### config.mk
export PLATFORM = sky130hd
export DESIGN_NAME = touch_key_detect_sequencer
export DESIGN_NICKNAME = d
export VERILOG_FILES = /design/src/inc/touch_pkg.sv /design/src/core/touch_key_detect_sequencer.sv
export SDC_FILE = /design/constraint.sdc
export NUM_CORES = 1
export LEC_CHECK = 0
export BUFFER_PORTS_ARGS = -buffer_cell sky130_fd_sc_hd__buf_2
export CAP_MARGIN = 20
export CELL_PAD_IN_SITES_DETAIL_PLACEMENT = 0
export CELL_PAD_IN_SITES_GLOBAL_PLACEMENT = 1
export CORE_ASPECT_RATIO = 1.5
export CORE_MARGIN = 1
export CORE_UTILIZATION = 52
export DETAILED_ROUTE_END_ITERATION = 16
export PLACE_DENSITY = 0.94
export SLEW_MARGIN = 20
export SYNTH_ARGS = -nofsm -noshare
export SYNTH_HDL_FRONTEND = slang
export SYNTH_SLANG_ARGS = --single-unit
### constraint.sdc
create_clock -name clk_sys -period 15.98 [get_ports clk_sys]
set_input_delay 3.196 -clock clk_sys [delete_from_list [all_inputs] [get_ports clk_sys]]
set_output_delay 3.196 -clock clk_sys [all_outputs]
set_load 0.01 [all_outputs]
### src/inc/touch_pkg.sv
package touch_pkg;

  // Clock and time base
  localparam int unsigned CLK_HZ       = 125_000_000;
  localparam int unsigned CYC_PER_US   = CLK_HZ / 1_000_000;
  localparam int unsigned CYC_PER_MS   = CLK_HZ / 1_000;

  // Burst pacing
  localparam int unsigned FAST_GAP_MS  = 1;
  localparam int unsigned LP_GAP_MS    = 70;
  localparam int unsigned FAST_GAP_CYC = FAST_GAP_MS * CYC_PER_MS;
  localparam int unsigned LP_GAP_CYC   = LP_GAP_MS * CYC_PER_MS;

  // Health pulse on the output pin
  localparam int unsigned BEAT_US      = 15;
  localparam int unsigned BEAT_CYC     = BEAT_US * CYC_PER_US;

  // Least width of a trigger level before it counts as a change
  localparam int unsigned SYNC_MIN_US  = 10;
  localparam int unsigned SYNC_MIN_CYC = SYNC_MIN_US * CYC_PER_US;

  // Drift compensation, one level per period
  localparam int unsigned POS_DRIFT_MS  = 2000;
  localparam int unsigned NEG_DRIFT_MS  = 1000;
  localparam int unsigned POS_DRIFT_CYC = POS_DRIFT_MS * CYC_PER_MS;
  localparam int unsigned NEG_DRIFT_CYC = NEG_DRIFT_MS * CYC_PER_MS;

  // Max on-duration, counted in measurements at the fast pace
  localparam int unsigned MAX_ON_S      = 60;
  localparam int unsigned MAX_ON_BURSTS = MAX_ON_S * 1000 / FAST_GAP_MS;

  // Signal processing
  localparam int unsigned SAMPLE_W     = 12;
  localparam int unsigned DELTA_W      = SAMPLE_W + 1;
  localparam logic signed [DELTA_W-1:0] THRESH = 13'sh00A;
  localparam logic signed [DELTA_W-1:0] HYST   = 13'sh002;
  localparam logic [2:0] INTEG_FULL    = 3'h4;
  localparam logic [2:0] INTEG_SYNC    = 3'h1;

  // Oscillator spread, in steps of 0.1 percent
  localparam int unsigned SPREAD_W     = 8;
  localparam logic signed [SPREAD_W-1:0] SPREAD_LIM = 8'sh4B;

  // Counter widths: CNT_W for all cycle timers, ON_W for the on-duration count
  localparam int unsigned CNT_W        = 32;
  localparam int unsigned ON_W         = 20;

  typedef enum logic [1:0] {
    MODE_FAST,
    MODE_LOW_POWER,
    MODE_SYNC
  } run_mode_t;

  typedef enum logic [1:0] {
    ST_GAP,
    ST_BEAT,
    ST_BURST
  } seq_state_t;

  typedef struct packed {
    logic                valid;
    logic [SAMPLE_W-1:0] count;
  } sample_t;

  typedef struct packed {
    logic level;
    logic oe;
  } pin_t;

endpackage

### src/core/touch_key_detect_sequencer.sv
`timescale 1ns/100ps
`default_nettype none
module drift_tick
  import touch_pkg::*;
#(
  parameter int unsigned PERIOD = 1000
) (
  input  wire logic clk_sys,
  input  wire logic reset,
  input  wire logic used,
  output logic      ready
);

  logic [CNT_W-1:0] cnt_q;
  logic             ready_q;

  assign ready = ready_q;

  // A tick that meets its own use is kept: setting wins over clearing
  always_ff @(posedge clk_sys) begin
    if (reset) begin
      cnt_q   <= '0;
      ready_q <= 1'b0;
    end else if (cnt_q >= CNT_W'(PERIOD - 1)) begin
      cnt_q   <= '0;
      ready_q <= 1'b1;
    end else begin
      cnt_q <= cnt_q + CNT_W'(1);
      if (used) begin
        ready_q <= 1'b0;
      end
    end
  end

endmodule

module touch_key_detect_sequencer
  import touch_pkg::*;
#(
  parameter int unsigned FAST_GAP_CYCLES  = FAST_GAP_CYC,
  parameter int unsigned LP_GAP_CYCLES    = LP_GAP_CYC,
  parameter int unsigned POS_DRIFT_CYCLES = POS_DRIFT_CYC,
  parameter int unsigned NEG_DRIFT_CYCLES = NEG_DRIFT_CYC,
  parameter int unsigned MAX_ON_COUNT     = MAX_ON_BURSTS
) (
  input  wire logic                clk_sys,
  input  wire logic                reset,
  input  wire logic                sync_in,
  input  wire sample_t             sample_in,
  output logic                     burst_req,
  output logic [SPREAD_W-1:0]      spread_code,
  output pin_t                     out_pin,
  output run_mode_t                run_mode
);

  seq_state_t                  state_q;
  run_mode_t                   mode_q;
  logic [CNT_W-1:0]            timer_q;
  logic                        burst_q;
  logic                        oe_q;
  logic                        sync_ref_q;
  logic [CNT_W-1:0]            chg_cnt_q;
  logic signed [SPREAD_W-1:0]  spread_q;
  logic                        spread_up_q;
  logic [SAMPLE_W-1:0]         ref_q;
  logic                        recal_q;
  logic                        det_q;
  logic [2:0]                  integ_q;
  logic [ON_W-1:0]             on_cnt_q;
  logic                        pos_pend_q;
  logic                        neg_pend_q;

  logic                        take;
  logic signed [DELTA_W-1:0]   delta;
  logic                        over;
  logic                        below_hyst;
  logic                        pending;
  logic [CNT_W-1:0]            gap_len;
  logic                        sync_change;
  logic                        sync_idle;
  logic                        gap_done;
  logic                        drift_up;
  logic                        drift_dn;
  logic [2:0]                  integ_need;
  logic [2:0]                  integ_inc;
  logic [1:0]                  drift_ready;
  logic [1:0]                  drift_used;

  assign burst_req     = burst_q;
  assign spread_code   = spread_q;
  assign out_pin.level = det_q;
  assign out_pin.oe    = oe_q;
  assign run_mode      = mode_q;

  // A sample is only accepted while a burst is open
  assign take = (state_q == ST_BURST) && sample_in.valid;

  // Comparison levels sit on the reference, so drift moves both together
  assign delta = $signed({1'b0, sample_in.count}) - $signed({1'b0, ref_q});
  assign over       = (delta >= THRESH);
  assign below_hyst = (delta < (THRESH - HYST));

  // An integrator that has started but not finished means an open touch
  assign pending = (integ_q != 3'h0);

  always_comb begin
    if (mode_q == MODE_LOW_POWER && !pending) begin
      gap_len = CNT_W'(LP_GAP_CYCLES);
    end else begin
      gap_len = CNT_W'(FAST_GAP_CYCLES);
    end
  end

  // A level must hold its new value for the least pulse width
  assign sync_change = (sync_in != sync_ref_q) &&
                       (chg_cnt_q >= CNT_W'(SYNC_MIN_CYC - 1));
  assign sync_idle   = (timer_q >= CNT_W'(LP_GAP_CYCLES - 1));
  assign gap_done    = (timer_q >= gap_len - CNT_W'(1));

  assign integ_need = (mode_q == MODE_SYNC) ? INTEG_SYNC : INTEG_FULL;
  assign integ_inc  = integ_q + 3'h1;

  // Drift applies only to an idle, non-detecting, calibrated channel
  assign drift_up = take && !recal_q && !det_q && !over && !pending &&
                    (sample_in.count > ref_q) && pos_pend_q;
  assign drift_dn = take && !recal_q && !det_q && !pending &&
                    (sample_in.count < ref_q) && neg_pend_q;

  // Burst sequencing, health pulse and trigger sampling
  always_ff @(posedge clk_sys) begin
    if (reset) begin
      state_q    <= ST_GAP;
      timer_q    <= '0;
      burst_q    <= 1'b0;
      oe_q       <= 1'b1;
      sync_ref_q <= 1'b1;
    end else begin
      case (state_q)
        ST_GAP: begin
          timer_q <= timer_q + CNT_W'(1);
          if (mode_q == MODE_SYNC) begin
            if (sync_change) begin
              timer_q <= '0;
              state_q <= ST_BEAT;
              oe_q    <= 1'b0;
            end else if (sync_idle) begin
              timer_q <= '0;
              if (sync_in) begin
                state_q <= ST_BURST;
                burst_q <= 1'b1;
              end else begin
                state_q <= ST_BEAT;
                oe_q    <= 1'b0;
              end
            end
          end else if (gap_done) begin
            timer_q <= '0;
            if (mode_q == MODE_FAST) begin
              state_q <= ST_BURST;
              burst_q <= 1'b1;
            end else begin
              state_q <= ST_BEAT;
              oe_q    <= 1'b0;
            end
          end
        end
        ST_BEAT: begin
          timer_q <= timer_q + CNT_W'(1);
          if (timer_q >= CNT_W'(BEAT_CYC - 1)) begin
            timer_q <= '0;
            oe_q    <= 1'b1;
            state_q <= ST_BURST;
            burst_q <= 1'b1;
          end
        end
        ST_BURST: begin
          if (sample_in.valid) begin
            burst_q    <= 1'b0;
            state_q    <= ST_GAP;
            timer_q    <= '0;
            // Trigger is looked at once, as the burst closes; a pulse
            // that ends inside the burst is therefore not a new change
            sync_ref_q <= sync_in;
          end
        end
        default: begin
          state_q <= ST_GAP;
          timer_q <= '0;
          burst_q <= 1'b0;
          oe_q    <= 1'b1;
        end
      endcase
    end
  end

  // Run mode moves only as a burst closes or a sync sleep runs out;
  // a trigger change in mid-burst never switches the pace directly
  always_ff @(posedge clk_sys) begin
    if (reset) begin
      mode_q <= MODE_FAST;
    end else if (state_q == ST_BURST && sample_in.valid) begin
      if (mode_q == MODE_FAST && !sync_in) begin
        mode_q <= MODE_SYNC;
      end else if (mode_q == MODE_LOW_POWER && sync_in) begin
        mode_q <= MODE_FAST;
      end
    end else if (state_q == ST_GAP && mode_q == MODE_SYNC &&
                 !sync_change && sync_idle) begin
      if (sync_in) begin
        mode_q <= MODE_FAST;
      end else begin
        mode_q <= MODE_LOW_POWER;
      end
    end
  end

  // Trigger level qualifier
  always_ff @(posedge clk_sys) begin
    if (reset) begin
      chg_cnt_q <= '0;
    end else if (state_q == ST_GAP && mode_q == MODE_SYNC &&
                 sync_in != sync_ref_q) begin
      if (!sync_change) begin
        chg_cnt_q <= chg_cnt_q + CNT_W'(1);
      end
    end else begin
      chg_cnt_q <= '0;
    end
  end

  // Triangle sweep of the oscillator trim while a burst runs
  always_ff @(posedge clk_sys) begin
    if (reset) begin
      spread_q    <= '0;
      spread_up_q <= 1'b1;
    end else if (!burst_q) begin
      spread_q    <= '0;
      spread_up_q <= 1'b1;
    end else if (spread_up_q) begin
      if (spread_q >= SPREAD_LIM) begin
        spread_up_q <= 1'b0;
        spread_q    <= spread_q - SPREAD_W'(1);
      end else begin
        spread_q <= spread_q + SPREAD_W'(1);
      end
    end else begin
      if (spread_q <= -SPREAD_LIM) begin
        spread_up_q <= 1'b1;
        spread_q    <= spread_q + SPREAD_W'(1);
      end else begin
        spread_q <= spread_q - SPREAD_W'(1);
      end
    end
  end

  // Detection, integrator, max on-duration and recalibration
  always_ff @(posedge clk_sys) begin
    if (reset) begin
      recal_q  <= 1'b1;
      det_q    <= 1'b0;
      integ_q  <= 3'h0;
      on_cnt_q <= '0;
      ref_q    <= '0;
    end else if (take) begin
      if (recal_q) begin
        ref_q    <= sample_in.count;
        recal_q  <= 1'b0;
        det_q    <= 1'b0;
        integ_q  <= 3'h0;
        on_cnt_q <= '0;
      end else if (det_q) begin
        if (below_hyst) begin
          det_q    <= 1'b0;
          on_cnt_q <= '0;
        end else if (on_cnt_q >= ON_W'(MAX_ON_COUNT - 1)) begin
          // Timeout: drop the output now, rebuild reference next sample
          det_q    <= 1'b0;
          recal_q  <= 1'b1;
          on_cnt_q <= '0;
        end else begin
          on_cnt_q <= on_cnt_q + ON_W'(1);
        end
      end else if (over) begin
        if (integ_inc >= integ_need) begin
          det_q   <= 1'b1;
          integ_q <= 3'h0;
        end else begin
          integ_q <= integ_inc;
        end
      end else begin
        integ_q <= 3'h0;
        if (drift_up) begin
          ref_q <= ref_q + SAMPLE_W'(1);
        end else if (drift_dn) begin
          ref_q <= ref_q - SAMPLE_W'(1);
        end
      end
    end
  end

  // Drift rate limiters: index 0 paces rising, index 1 falling drift
  assign drift_used = {drift_dn, drift_up};
  assign pos_pend_q = drift_ready[0];
  assign neg_pend_q = drift_ready[1];

  // Falling drift gets the shorter period, so a lifted cover recovers fast
  for (genvar g = 0; g < 2; g++) begin : g_drift
    drift_tick #(
      .PERIOD((g == 0) ? POS_DRIFT_CYCLES : NEG_DRIFT_CYCLES)
    ) drift_tick_inst (
      .clk_sys(clk_sys),
      .reset  (reset),
      .used   (drift_used[g]),
      .ready  (drift_ready[g])
    );
  end

endmodule
`default_nettype wire

# ---- Word level (Yosys, flattened, before mapping)
# Cells that the tools add are included.
dict set report word_totals {
  out_inout_bits 13
  in_bits 16
  regBits 183
  elab_cells 181
}
dict set report classes {
  n_reduce_logical 44
  n_addsub 12
  eq_ne 18
  n_bitwise 3
  order_cmp 14
  mux 72
}
# cell count
set ops {}
lappend ops {{$mux 32} 6}
lappend ops {{$add 32x1->32 const B} 4}
lappend ops {{$pmux 32 s3} 1}
lappend ops {{$mux 20} 4}
lappend ops {{$ge 32x11->1 const B} 2}
lappend ops {{$mux 12} 5}
lappend ops {{$ge 32x24->1 const B} 1}
lappend ops {{$ge 32x27->1 const B} 1}
lappend ops {{$ge 32x28->1 const B} 1}
lappend ops {{$ge 32x32->1} 1}
lappend ops {{$mux 1} 32}
lappend ops {{$sub 32x1->32 const B} 1}
lappend ops {{$mux 2} 12}
lappend ops {{$mux 24} 1}
lappend ops {{$mux 8} 3}
lappend ops {{$add 20x1->20 const B} 1}
lappend ops {{$ge 20x16->1 const B} 1}
lappend ops {{$logic_and 1x1->1} 18}
lappend ops {{$mux 3} 5}
lappend ops {{$ge 13x5->1 const B} 1}
lappend ops {{$lt 13x5->1 const B} 1}
lappend ops {{$sub 12x12->13} 1}
lappend ops {{$add 12x1->12 const B} 1}
lappend ops {{$gt 12x12->1} 1}
lappend ops {{28 further kinds} 58}

# ---- Logic depth before layout (Yosys ltp)
# Gate-level depths: netlist of run 1.
dict set report logic_depth {
  word_depth 12
  mapped_depth 21
  mapped_depth_nobuf 21
}

# ---- Hierarchy
# From an unflattened synthesis of run 1, not the netlist that was laid out.
dict set report hier_totals {
  hier_cells 1206
  hier_area_um2 10438.8
}
# module cells_per_inst seq_area_each_um2 n_inst area_per_inst_um2
set by_module_without_submodules {}
lappend by_module_without_submodules {touch_key_detect_sequencer 870 2342.2 1 7143.1}
lappend by_module_without_submodules {{drift_tick (g_drift[0].drift_tick_inst)} 172 660.6 1 1761.7}
lappend by_module_without_submodules {{drift_tick (g_drift[1].drift_tick_inst)} 164 660.6 1 1534.0}

# ---- Least setup slack after synthesis of run 1
# OpenSTA, ideal clock, no wires.
dict set report synth_timing {
  path_kind {input to register}
  start {input port sample_in[0] (netlist bit)}
  end {register ref_q[11]}
  setup_ns 0.095
  arrival_ns 7.418
  required_time_ns 15.885
  path_buffers 0
  path_stages 21
  slack_ns 8.466
  cell_sequence {inv_1 > ha_1 > inv_1 > fa_1 > nand3_1 > a21oi_1 > nor4_1 > nor2_1 > a2111o_1 > o21ai_2 > nand3_1 > ha_1 > o21ai_0 > o21a_1 > o311ai_0 > a21o_1 > a21o_1 > xnor2_1 > and3_1 > a211oi_1 > a221oi_1}
}
dict set report synth_between {
  elab_chain_cells 11
  word_cells_on_any_way 18
  cone_classes {add/sub (1); order compare (3); eq/ne (1); mux (4); reduce/logical (9)}
}
# element line_no
set synth_lines {}
lappend synth_lines {{start: declaration} touch_key_detect_sequencer.sv:49} ;# input wire sample_t sample_in,
lappend synth_lines {{$sub 12x12->13} touch_key_detect_sequencer.sv:99} ;# assign delta = $signed({1'b0, sample_in.count}) - $signed({1'b0, ref_q});
lappend synth_lines {{$ge 13x5->1} touch_key_detect_sequencer.sv:100} ;# assign over = (delta >= THRESH);
lappend synth_lines {{$logic_not 1->1} touch_key_detect_sequencer.sv:124} ;# assign drift_up = take && !recal_q && !det_q && !over && !pending &&
lappend synth_lines {{$logic_and 1x1->1 (3 in a row)} touch_key_detect_sequencer.sv:124}
lappend synth_lines {{$logic_and 1x1->1} touch_key_detect_sequencer.sv:125} ;# (sample_in.count > ref_q) && pos_pend_q;
lappend synth_lines {{$mux 12} touch_key_detect_sequencer.sv:292} ;# if (drift_up) begin
lappend synth_lines {{$mux 12} touch_key_detect_sequencer.sv:283} ;# end else if (over) begin
lappend synth_lines {{$mux 12} touch_key_detect_sequencer.sv:271} ;# end else if (det_q) begin
lappend synth_lines {{$mux 12} touch_key_detect_sequencer.sv:265} ;# if (recal_q) begin
lappend synth_lines {{end signal: assignment} touch_key_detect_sequencer.sv:266} ;# ref_q <= sample_in.count;
lappend synth_lines {{end signal: assignment} touch_key_detect_sequencer.sv:293} ;# ref_q <= ref_q + SAMPLE_W'(1);
lappend synth_lines {{end signal: assignment} touch_key_detect_sequencer.sv:295} ;# ref_q <= ref_q - SAMPLE_W'(1);
lappend synth_lines {{end: declaration} touch_key_detect_sequencer.sv:65} ;# logic [SAMPLE_W-1:0] ref_q;
# Parallel ways exist; a longest one is shown, timed or not. The select of a mux whose other input is x is not followed.
# A chain may end at the register's enable or synchronous reset.

# ---- Worst setup path after layout of run 1
# Ends and elaborated chain as after synthesis.

==> results.sh, run 1 <==
export IMPL_period_minus_slack_ns=7.91
export IMPL_pwr_share_seq_pct=43.5
export IMPL_tightest_slew_ns=1.05
export IMPL_worstPathArrival_ns=8.24
export IMPL_io_pins=29
export IMPL_cts_buffers=17
export IMPL_synthArstFlopShare_pct=0
export IMPL_worstSetupPathType="in -> reg"
export IMPL_fin_ws_ns=8.07
export IMPL_die_area_um2=18800
export IMPL_violations="design-rule violations"
export IMPL_synth_area_um2=9500
export IMPL_dr_pass1_iters=11
export IMPL_rows=60
export IMPL_clock_sinks=183
export IMPL_ys_types=69
export IMPL_grt_max_degree=52
export IMPL_ctsRootBufferMaster="clkbuf_16"
export IMPL_yosysWarnings=0
export IMPL_syn_inst=1123
export IMPL_critPathCaptureType="register"
export IMPL_fin_crit_sh_pct=49.5
export IMPL_synth_seq_cells=183
export IMPL_fin_skew_ns=0.0104
export IMPL_timing_fmax_mhz=126
export IMPL_synth_ff_type="dfxtp_1"
export IMPL_hold_viol=0
export IMPL_comb_power_share_pct=21.5
export IMPL_drv_slew=0
export IMPL_port_buffers=28
export IMPL_cts_tree="built"
export IMPL_drive_gt1_share_pct=6.91
export IMPL_clk_pin_slew_ns=0.07
export IMPL_wl_per_cell_um=14.1
export IMPL_drv_cap=0
export IMPL_ant_nets=0
export IMPL_syn_to_final_growth_pct=8.91
export IMPL_drc=2
export IMPL_syn_area_per_cell_um2=8.46
export IMPL_p_total_mw=1.11
export IMPL_die_h_um=168
export IMPL_start_util_pct=52.9
export IMPL_cp_data_required_time_ns=16.32
export IMPL_status="complete, but fails checks"
export IMPL_ir_worst_vdd_v=0.0000790
export IMPL_antennaDiodeCount=0
export IMPL_p_leak_nw=3.96
export IMPL_power_internal_mw=0.773
export IMPL_setup_violations=0
export IMPL_track_usage_pct=21.8
export IMPL_die_x_um=112
export IMPL_cts_resized=0
export IMPL_fillers=1647
export IMPL_first_iter_violations=367
export IMPL_grt_pass1_vias=7691
export IMPL_cts_buffer_depth=2
export IMPL_grt_pass1_wl_mm=34.2
export IMPL_dp_hpwl_mm=13.3
export IMPL_cts_setup_buffers=0
export IMPL_power_density_nw_per_um2=108
export IMPL_via_count=7799
export IMPL_gp_congestion=0.841
export IMPL_cp_max_fo=11
export IMPL_vias_per_cell=5.67
export IMPL_wl_mm=19.4
export IMPL_final_nets=1211
export IMPL_seq_area_frac_synth_pct=38.6
export IMPL_antenna_found_initial=0
export IMPL_dp_slack_ns=7.70
export IMPL_clock_latency_ns=0.43
export IMPL_postCtsHoldBufs=0
export IMPL_coreArea_um2=17900
export IMPL_hp_class="reg -> reg"
export IMPL_max_slew_margin_pct=29.8
export IMPL_swShare_pct=30.6
export IMPL_synth_edff_count=0
export IMPL_rsz0062_at_grt="false"
export IMPL_cts_max_level=4
export IMPL_setup_tns_ns=0
export IMPL_startpoint_type="input pin"
export IMPL_overflow=0
export IMPL_clkPwrFrac_pct=35.0
export IMPL_switchingPower_mw=0.341
registers in the layout, indices dropped and copies added (netlist names), 2 cells and up:
name / cells
g_drift.drift_tick_inst.cnt_q: 64
run_mode: 2
state_q: 2
g_drift.drift_tick_inst.ready: 2
on_cnt_q: 20
chg_cnt_q: 32
spread_code: 8
timer_q: 32
integ_q: 3
ref_q: 12
through the flow:
stage                     cells  area, um2  hold WS, ns  utilization [%]
final                      1375      10300        0.454             57.6
after global routing       1375      10300        0.481             57.6
after CTS                  1375      10300        0.457             57.6
after detailed placement   1343       9790        0.448             54.6
after global placement     1343       9790        0.425             54.6
after floorplan            1131       9530        0.417                -
cells by family (layout without fill, tap and decap cells):
family                     count (synthesis)  after routing  synth area share (%)
xor gates and xnor gates                  84             84                  7.75
and+or+nand+nor                          468            468                  24.7
muxes                                     21             21                  2.21
DFF                                      183            183                  38.6
adders and majority gates                 50             50                  6.74
AOI/OAI and AO/OA                        230            230                  16.1
buffers and inverters                     86            113                  3.94
other                                      1              9                0.0395
power by group through the flow:
| stage | Combinational, mW | Clock, mW | Sequential, mW |
|---|---|---|---|
| after global routing | 0.269 | 0.416 | 0.487 |
| after floorplan | 0.192 | 0 | 0.490 |
| after CTS | 0.238 | 0.401 | 0.485 |
| after global placement | 0.231 | 0 | 0.495 |
| final | 0.239 | 0.390 | 0.485 |
| after detailed placement | 0.235 | 0 | 0.495 |
final cells by class:
| cell class | instances | area [um2] | area share, % |
|---|---|---|---|
| inverters | 47 | 176 | 1.71 |
| repair buffers | 34 | 185 | 1.79 |
| clock buffers | 20 | 447 | 4.32 |
| well taps | 217 | 272 | 2.62 |
| multi-input cells | 862 | 5500 | 53.2 |
| flip-flops and latches | 183 | 3660 | 35.4 |
| clock inverters | 12 | 97.6 | 0.944 |
routing by layer:
layer / GRT usage (%) / part of all wire [%]
met5: 0 / 0
met4: 7.48 / 1.6
met3: 4.34 / 2.3
met2: 39.5 / 50
met1: 25.5 / 46
critical path, cell delays in order:
cell      delay [ns]
buf_2           0.10
inv_1           0.05
ha_1            0.16
inv_1           0.05
fa_1            0.40
nand3_1         0.11
a21oi_1         0.11
nor4_1          0.34
nor2_1          0.08
a2111o_1        0.44
o21ai_2         0.30
nand3_1         0.45
ha_1            0.53
o21ai_0         0.13
o21a_1          0.19
o311ai_0        0.59
a21o_1          0.21
a21o_1          0.18
xnor2_1         0.13
and3_1          0.17
a211oi_1        0.05
a221oi_1        0.27
cells in the mapped netlist, types with 8 or more instances:
library cell	count	share of area [%]
a21o_1	16	1.3
and3_1	48	3.2
nand3_1	52	2.7
nor3b_1	8	0.63
dfxtp_1	183	39
a21oi_1	68	3.6
nand2_1	78	3.1
nor2b_1	9	0.59
xnor2_1	40	3.7
clkbuf_1	25	0.99
xor2_1	44	4.1
nand2b_1	19	1.3
a311oi_1	13	1.2
nor3_1	21	1.1
a211oi_1	21	1.7
nor4_1	17	1.1
nand4_1	26	1.7
mux2i_1	21	2.2
o21ai_0	36	1.9
inv_1	46	1.8
ha_1	48	6.3
nor2_1	146	5.8
and2_1	16	1.1
cells in the final DEF (no fill, tap or decap), types with 4 or more instances in the layout:
cell        netlist  layout
dfxtp_1         183     183
nor2_1          146     146
nand2_1          78      78
a21oi_1          68      68
nand3_1          52      52
and3_1           48      48
ha_1             48      48
inv_1            46      46
xor2_1           44      44
xnor2_1          40      40
o21ai_0          36      36
buf_2             5      28
nand4_1          26      26
mux2i_1          21      21
nor3_1           21      21
a211oi_1         21      21
nand2b_1         19      19
nor4_1           17      17
clkbuf_16         0      17
a21o_1           16      16
and2_1           16      16
a311oi_1         13      13
nor2b_1           9       9
conb_1            1       9
o21a_1            7       7
nor3b_1           8       7
a211o_1           7       7
a31oi_1           6       6
buf_4             4       6
or3_1             5       5
o21ai_1           5       5
o21bai_1          5       5
a22o_1            5       5
and4_1            4       4
o211ai_1          4       4
a221oi_1          4       4
clkinvlp_4        0       4
final timing paths:
path,start,slack (ns),to,cells past startpoint
max,sample_in[0],8.07,ref_q[11],22
min,g_drift[1].drift_tick_inst.cnt_q[0],0.45,g_drift[1].drift_tick_inst.cnt_q[0],1
max reg2reg,ref_q[0],10.44,ref_q[11],20
min reg2reg,g_drift[1].drift_tick_inst.cnt_q[0],0.45,g_drift[1].drift_tick_inst.cnt_q[0],1
(Power assumes the default switching activity.)
==> inputs of run 2 (changes only) <==
ABC_AREA = 1   (was not set)
CORE_UTILIZATION = 46   (was 52)
PLACE_DENSITY = 0.89   (was 0.94)
clock period = 7.3 ns   (was 15.98 ns; I/O delays follow)
==> run 2 against run 1 <==
Against the previous run:
- largest cell class unchanged
- clock power up 120%
- synthesized cell count up 45%
- clock skew up 0.00094 ns
- the flow now finishes without violations
- highest routed layer unchanged
- setup slack worse by 5.5 ns
- largest power group unchanged
- die area up 31%
- core utilization down 6.8 points
- sequential cell count unchanged
- wire length up 30%
==> results.sh, run 2 <==
export IMPL_cp_data_required_time_ns=7.68
export IMPL_port_buffers=28
export IMPL_cp_max_fo=13
export IMPL_setup_tns_ns=0
export IMPL_cpMostUsedCell="nand2_1"
export IMPL_comb_power_share_pct=19.8
export IMPL_synth_area_top_cells="dfxtp_1 (33%), nand2_1 (13%), inv_1 (7.5%)"
export IMPL_synth_seq_cells=183
export IMPL_finish_utilization_pct=50.8
export IMPL_drv_cap=0
export IMPL_wl_per_cell_um=12.7
export IMPL_fin_crit_sh_pct=65.0
export IMPL_drive_gt1_share_pct=7.98
export IMPL_vias_per_cell=5.17
export IMPL_syn_to_final_growth_pct=8.72
export IMPL_syn_inst=1633
export IMPL_rows=69
export IMPL_hold_viol=0
export IMPL_synthArstFlopShare_pct=0
export IMPL_worstPathArrival_ns=5.13
export IMPL_seq_area_frac_synth_pct=33.1
export IMPL_cts_buffers=17
export IMPL_drv_slew=0
export IMPL_top_register="g_drift.drift_tick_inst.cnt_q"
export IMPL_swShare_pct=31.4
export IMPL_io_pins=29
export IMPL_synth_edff_count=0
export IMPL_max_slew_margin_pct=28.0
export IMPL_antenna_found_initial=0
export IMPL_startpoint_type="input pin"
export IMPL_p_leak_nw=4.67
export IMPL_clock_sinks=183
export IMPL_dr_pass1_iters=5
export IMPL_hp_class="reg -> reg"
export IMPL_clkPwrFrac_pct=36.3
export IMPL_first_iter_violations=389
export IMPL_layout_cells_non_filler=1985
export IMPL_ant_nets=0
export IMPL_gp_congestion=0.872
export IMPL_ctsRootBufferMaster="clkbuf_16"
export IMPL_die_x_um=129
export IMPL_crit_path_top_delay_cell="fa_1"
export IMPL_cts_max_level=4
export IMPL_track_usage_pct=21.5
export IMPL_cts_setup_buffers=0
export IMPL_yosysTopAreaCellShare_pct=33.1
export IMPL_min_from="g_drift[1].drift_tick_inst.cnt_q[0]"
export IMPL_power_density_nw_per_um2=201
export IMPL_dp_hpwl_mm=18.9
export IMPL_drc=0
export IMPL_startpoint="sample_in[0]"
export IMPL_period_minus_slack_ns=4.75
export IMPL_antennaDiodeCount=0
export IMPL_cts_buffer_depth=2
export IMPL_rsz0062_at_grt="false"
export IMPL_r2r_cells=26
export IMPL_critPathMaxStageDelay_ns=0.42
export IMPL_critPathCaptureType="register"
export IMPL_fin_skew_ns=0.0114
export IMPL_setup_violations=0
export IMPL_power_internal_mw=1.66
export IMPL_post_route_cell_area_um2=12000
export IMPL_fin_ws_ns=2.55
export IMPL_grt_pass1_vias=9853
export IMPL_grt_pass1_wl_mm=43.2
export IMPL_placed_area_um2=11500
export IMPL_timing_fmax_mhz=211
export IMPL_dp_slack_ns=2.12
export IMPL_ys_types=59
export IMPL_coreArea_um2=23700
export IMPL_final_common_cell="nand2_1"
export IMPL_cts_tree="built"
export IMPL_pwr_share_seq_pct=43.9
export IMPL_yosysWarnings=0
export IMPL_ir_worst_vdd_v=0.000172
export IMPL_via_count=10300
export IMPL_synth_area_um2=11100
export IMPL_die_area_um2=24700
export IMPL_status="complete, no violations"
export IMPL_syn_area_per_cell_um2=6.77
export IMPL_r2r_start="ref_q[0]"
export IMPL_fillers=2479
export IMPL_start_util_pct=46.8
export IMPL_r2r_slack_ns=3.22
export IMPL_switchingPower_mw=0.757
export IMPL_largest_reg_flops=64
export IMPL_worstSetupPathType="in -> reg"
export IMPL_clk_pin_slew_ns=0.07
export IMPL_top_regs="g_drift.drift_tick_inst.cnt_q (64), chg_cnt_q (32), timer_q (32)"
export IMPL_yosysTopAreaCell="dfxtp_1"
export IMPL_wl_mm=25.3
export IMPL_dpl_cell_count=1956
export IMPL_cp_endpoint="ref_q[8]"
export IMPL_overflow=0
export IMPL_postCtsHoldBufs=0
export IMPL_synth_ff_type="dfxtp_1"
export IMPL_tightest_slew_ns=1.08
export IMPL_die_h_um=192
export IMPL_final_cell_mix="nand2_1 (371), inv_1 (222), dfxtp_1 (183)"
export IMPL_final_nets=1722
export IMPL_yosys_top_cells_count="nand2_1 (371), inv_1 (222), dfxtp_1 (183)"
export IMPL_clock_latency_ns=0.44
export IMPL_cts_resized=0
export IMPL_rr_endpoint="ref_q[8]"
export IMPL_yosysMostFrequentCell="nand2_1"
export IMPL_grt_max_degree=63
## run 2: cell types whose count changed after synthesis, sizes merged, moves of 23 or more
cell,delta
nand3,+57
nand2,+305
nor3,+43
nor2,+34
nand4,+32
xnor2,-23
and3,-48
inv,+182
a21oi,+66
## run 2: critical path: cells and delay by family
kind	cells	cell delay, ns
AO/OA/AOI/OAI	5	0.90
AND/OR/NAND/NOR	15	1.29
XOR/XNOR	1	0.14
adder cells (fa/ha/maj)	3	0.97
buffers and inverters	4	0.35
## run 2: worst min path at each step
stage,slack (ns),to,cells after the start
CTS,0.44,on_cnt_q[17],2
global placement,0.43,g_drift[1].drift_tick_inst.cnt_q[0],1
detailed placement,0.43,on_cnt_q[17],2
finish,0.44,g_drift[1].drift_tick_inst.cnt_q[0],1
floorplan,0.41,g_drift[1].drift_tick_inst.cnt_q[0],1
global route,0.45,timer_q[27],2
## run 2: final cells by class
| class | count | area [um2] | area share, % |
|---|---|---|---|
| well taps | 319 | 399 | 3.32 |
| clock buffers | 19 | 433 | 3.60 |
| inverters | 231 | 867 | 7.21 |
| clock inverters | 10 | 100 | 0.832 |
| flip-flops and latches | 183 | 3660 | 30.5 |
| multi-input cells | 1191 | 6390 | 53.2 |
| repair buffers | 32 | 170 | 1.42 |
## run 2: through the flow
step           power [mW]  hold slack [ns]
3_3_place_gp         1.56            0.426
4_1_cts              2.44            0.444
3_5_place_dp         1.56            0.432
5_1_grt              2.55            0.453
2_1_floorplan        1.45            0.413
6_report             2.41            0.442
## run 2: cells by family after synthesis
kind of cell    synth area share [%]
fa+ha+maj                       5.79
simple gates                    36.9
compound gates                  10.9
buf+inv                         9.38
other cells                   0.0339
mux                           0.0905
flops                           33.1
xor+xnor                        3.72
## run 2: metal layers
metal	vias to the layer above	share of wire [%]	track usage [%]	wire length (um)
met2	117	52	40.8	13100
met3	41	2.7	3.48	677
met5	-	0	0	0
li1	5422	-	-	-
met1	4676	43	23.6	10900
met4	0	2.2	8.01	546
## run 2: power by group through the flow
stage | sequential [mW] | clock, mW | combinational (mW)
floorplan | 1.07 | 0 | 0.385
global placement | 1.08 | 0 | 0.476
detailed placement | 1.08 | 0 | 0.477
CTS | 1.06 | 0.902 | 0.480
finish | 1.06 | 0.876 | 0.479
global route | 1.06 | 0.939 | 0.551
==> inputs of run 3 (changes only) <==
ABC_AREA = 0   (was 1)
CORE_UTILIZATION = 48   (was 46)
PLACE_DENSITY = 0.88   (was 0.89)
clock period = 4.42 ns   (was 7.3 ns; I/O delays follow)
==> run 3 against run 2 <==
Against the previous run:
- the run now ends with negative setup slack left
- largest power group unchanged
- count of clock-buffer cells in the layout is 1 lower
- combinational power grew to 2.5 times the previous value
- register-to-register slack worse by 3.3 ns
- wire length is 20% lower
- critical endpoint is now ref_q[10]
- total power is 87% higher
- clock skew is 0.0022 ns lower
- critical path depth is 5 lower
- cell count is 25% lower
- sequential cell count stayed put
==> results.sh, run 3 (synthesis gave the netlist of run 1 again) <==
export IMPL_status="complete, but fails checks"
export IMPL_violations="negative setup slack"
export IMPL_io_pins=29
export IMPL_wl_mm=20.2
export IMPL_grt_max_degree=39
export IMPL_top_regs="g_drift.drift_tick_inst.cnt_q (64), chg_cnt_q (32), timer_q (32)"
export IMPL_rsz0062_at_grt="true"
export IMPL_antenna_found_initial=0
export IMPL_cts_buffer_depth=2
export IMPL_period_minus_slack_ns=4.61
export IMPL_ctsRootBufferMaster="clkbuf_16"
export IMPL_drv_slew=0
export IMPL_die_area_um2=20400
export IMPL_antennaDiodeCount=0
export IMPL_top_register="g_drift.drift_tick_inst.cnt_q"
export IMPL_grt_pass1_wl_mm=34.9
export IMPL_cts_max_level=4
export IMPL_timing_fmax_mhz=217
export IMPL_max_slew_margin_pct=35.2
export IMPL_wl_per_cell_um=13.7
export IMPL_p_leak_nw=4.35
export IMPL_worstSetupPathType="in -> reg"
export IMPL_start_util_pct=49.4
export IMPL_largest_reg_flops=64
export IMPL_startpoint_type="input pin"
export IMPL_r2r_cells=20
export IMPL_worstPathArrival_ns=4.92
export IMPL_hold_viol=0
export IMPL_fin_skew_ns=0.00919
export IMPL_cp_data_required_time_ns=4.74
export IMPL_clock_sinks=183
export IMPL_final_common_cell="dfxtp_1"
export IMPL_critPathCaptureType="register"
export IMPL_syn_to_final_growth_pct=19.0
export IMPL_final_nets=1276
export IMPL_drc=0
export IMPL_tightest_slew_ns=0.964
export IMPL_grt_util_met3_pct=4.04
export IMPL_die_x_um=117
export IMPL_clk_pin_slew_ns=0.07
export IMPL_dp_hpwl_mm=14.2
export IMPL_dp_slack_ns=-0.598
export IMPL_dr_pass1_iters=4
export IMPL_cts_buffers=17
export IMPL_grt_pass1_vias=7624
export IMPL_fin_crit_sh_pct=104
export IMPL_ant_nets=0
export IMPL_drive_gt1_share_pct=15.0
export IMPL_vias_per_cell=5.49
export IMPL_coreArea_um2=19200
export IMPL_port_buffers=28
export IMPL_setup_violations=4
export IMPL_dpl_cell_count=1434
export IMPL_track_usage_pct=21.2
export IMPL_overflow=0
export IMPL_first_iter_violations=382
export IMPL_die_h_um=174
export IMPL_gp_congestion=0.861
export IMPL_cts_tree="built"
export IMPL_setup_tns_ns=-0.580
export IMPL_cp_max_fo=5
export IMPL_fin_ws_ns=-0.187
export IMPL_grt_busiest_layer="met2"
export IMPL_via_count=8124
export IMPL_ir_worst_vdd_v=0.000250
export IMPL_rows=62
export IMPL_hold_depth=1
export IMPL_grtUsageMet2_pct=36.8
export IMPL_clock_latency_ns=0.43
export IMPL_hp_class="reg -> reg"
export IMPL_power_density_nw_per_um2=399
export IMPL_grt_use_met1_pct=25.3
export IMPL_final_cell_mix="dfxtp_1 (183), nor2_1 (145), nand2_1 (78)"
export IMPL_drv_cap=0
export IMPL_layout_cells_non_filler=1479
[run 3: final cells by class]
| cell class | instances | area [um2] |
|---|---|---|
| clock buffers | 18 | 439 |
| clock inverters | 14 | 161 |
| fillers | 1787 | 7940 |
| inverters | 47 | 189 |
| multi-input cells | 863 | 5830 |
| flip-flops and latches | 183 | 3660 |
| well taps | 256 | 320 |
| repair buffers | 98 | 692 |
[run 3: critical path, stage by stage]
cell and delay, ns:
buf_6 0.11, inv_12 0.04, ha_4 0.13, inv_2 0.04, fa_2 0.41, nand3_4 0.11
a21oi_4 0.08, nor4_4 0.29, nor2_1 0.07, a2111o_1 0.46, o21ai_4 0.20, nand3_4 0.18
buf_4 0.19, fa_2 0.35, a21o_1 0.19, a21oi_2 0.15, o21bai_1 0.10, a21oi_2 0.17
o21bai_1 0.09, a21o_1 0.22, a21o_1 0.18, a211oi_2 0.18, a21oi_1 0.09
[run 3: path summary, 6_finish.rpt]
path	from	endpoint	slack [ns]
worst max-delay path	sample_in[0]	ref_q[10]	-0.19
worst min-delay path	g_drift[1].drift_tick_inst.cnt_q[0]	g_drift[1].drift_tick_inst.cnt_q[0]	0.45
worst max register to register	ref_q[3]	ref_q[10]	-0.03
worst min register to register	g_drift[1].drift_tick_inst.cnt_q[0]	g_drift[1].drift_tick_inst.cnt_q[0]	0.45
[run 3: per-layer routing]
| metal | share of wire [%] | wire length [um] | up-vias |
|---|---|---|---|
| li1 | - | - | 4172 |
| met1 | 44 | 8990 | 3821 |
| met2 | 51 | 10400 | 96 |
| met3 | 2.2 | 453 | 35 |
| met4 | 2.0 | 406 | 0 |
| met5 | 0 | 0 | - |
[run 3: what timing repair did]
action,in CTS,in global routing
cloned,1,0
endpoints found under the setup margin,3,6
pin swaps,11,29
hold buffers,0,0
buffers inserted,4,8
gates resized for setup,13,21
[run 3: per-stage QoR]
stage	total power, mW	util, %	hold WS, ns	cell area [um2]
2_1_floorplan	2.52	-	0.417	9710
3_3_place_gp	2.82	54.2	0.426	10400
3_5_place_dp	2.83	54.2	0.445	10400
4_1_cts	4.46	57.9	0.461	11100
5_1_grt	4.74	58.7	0.488	11300
6_report	4.51	58.7	0.453	11300
[run 3: report_power, final]
group          leakage [nW]  internal, mW  total (mW)  switching, mW
clock                 0.279         0.862        1.55          0.685
sequential             1.48          1.70        1.76         0.0580
combinational          2.59         0.576        1.21          0.629
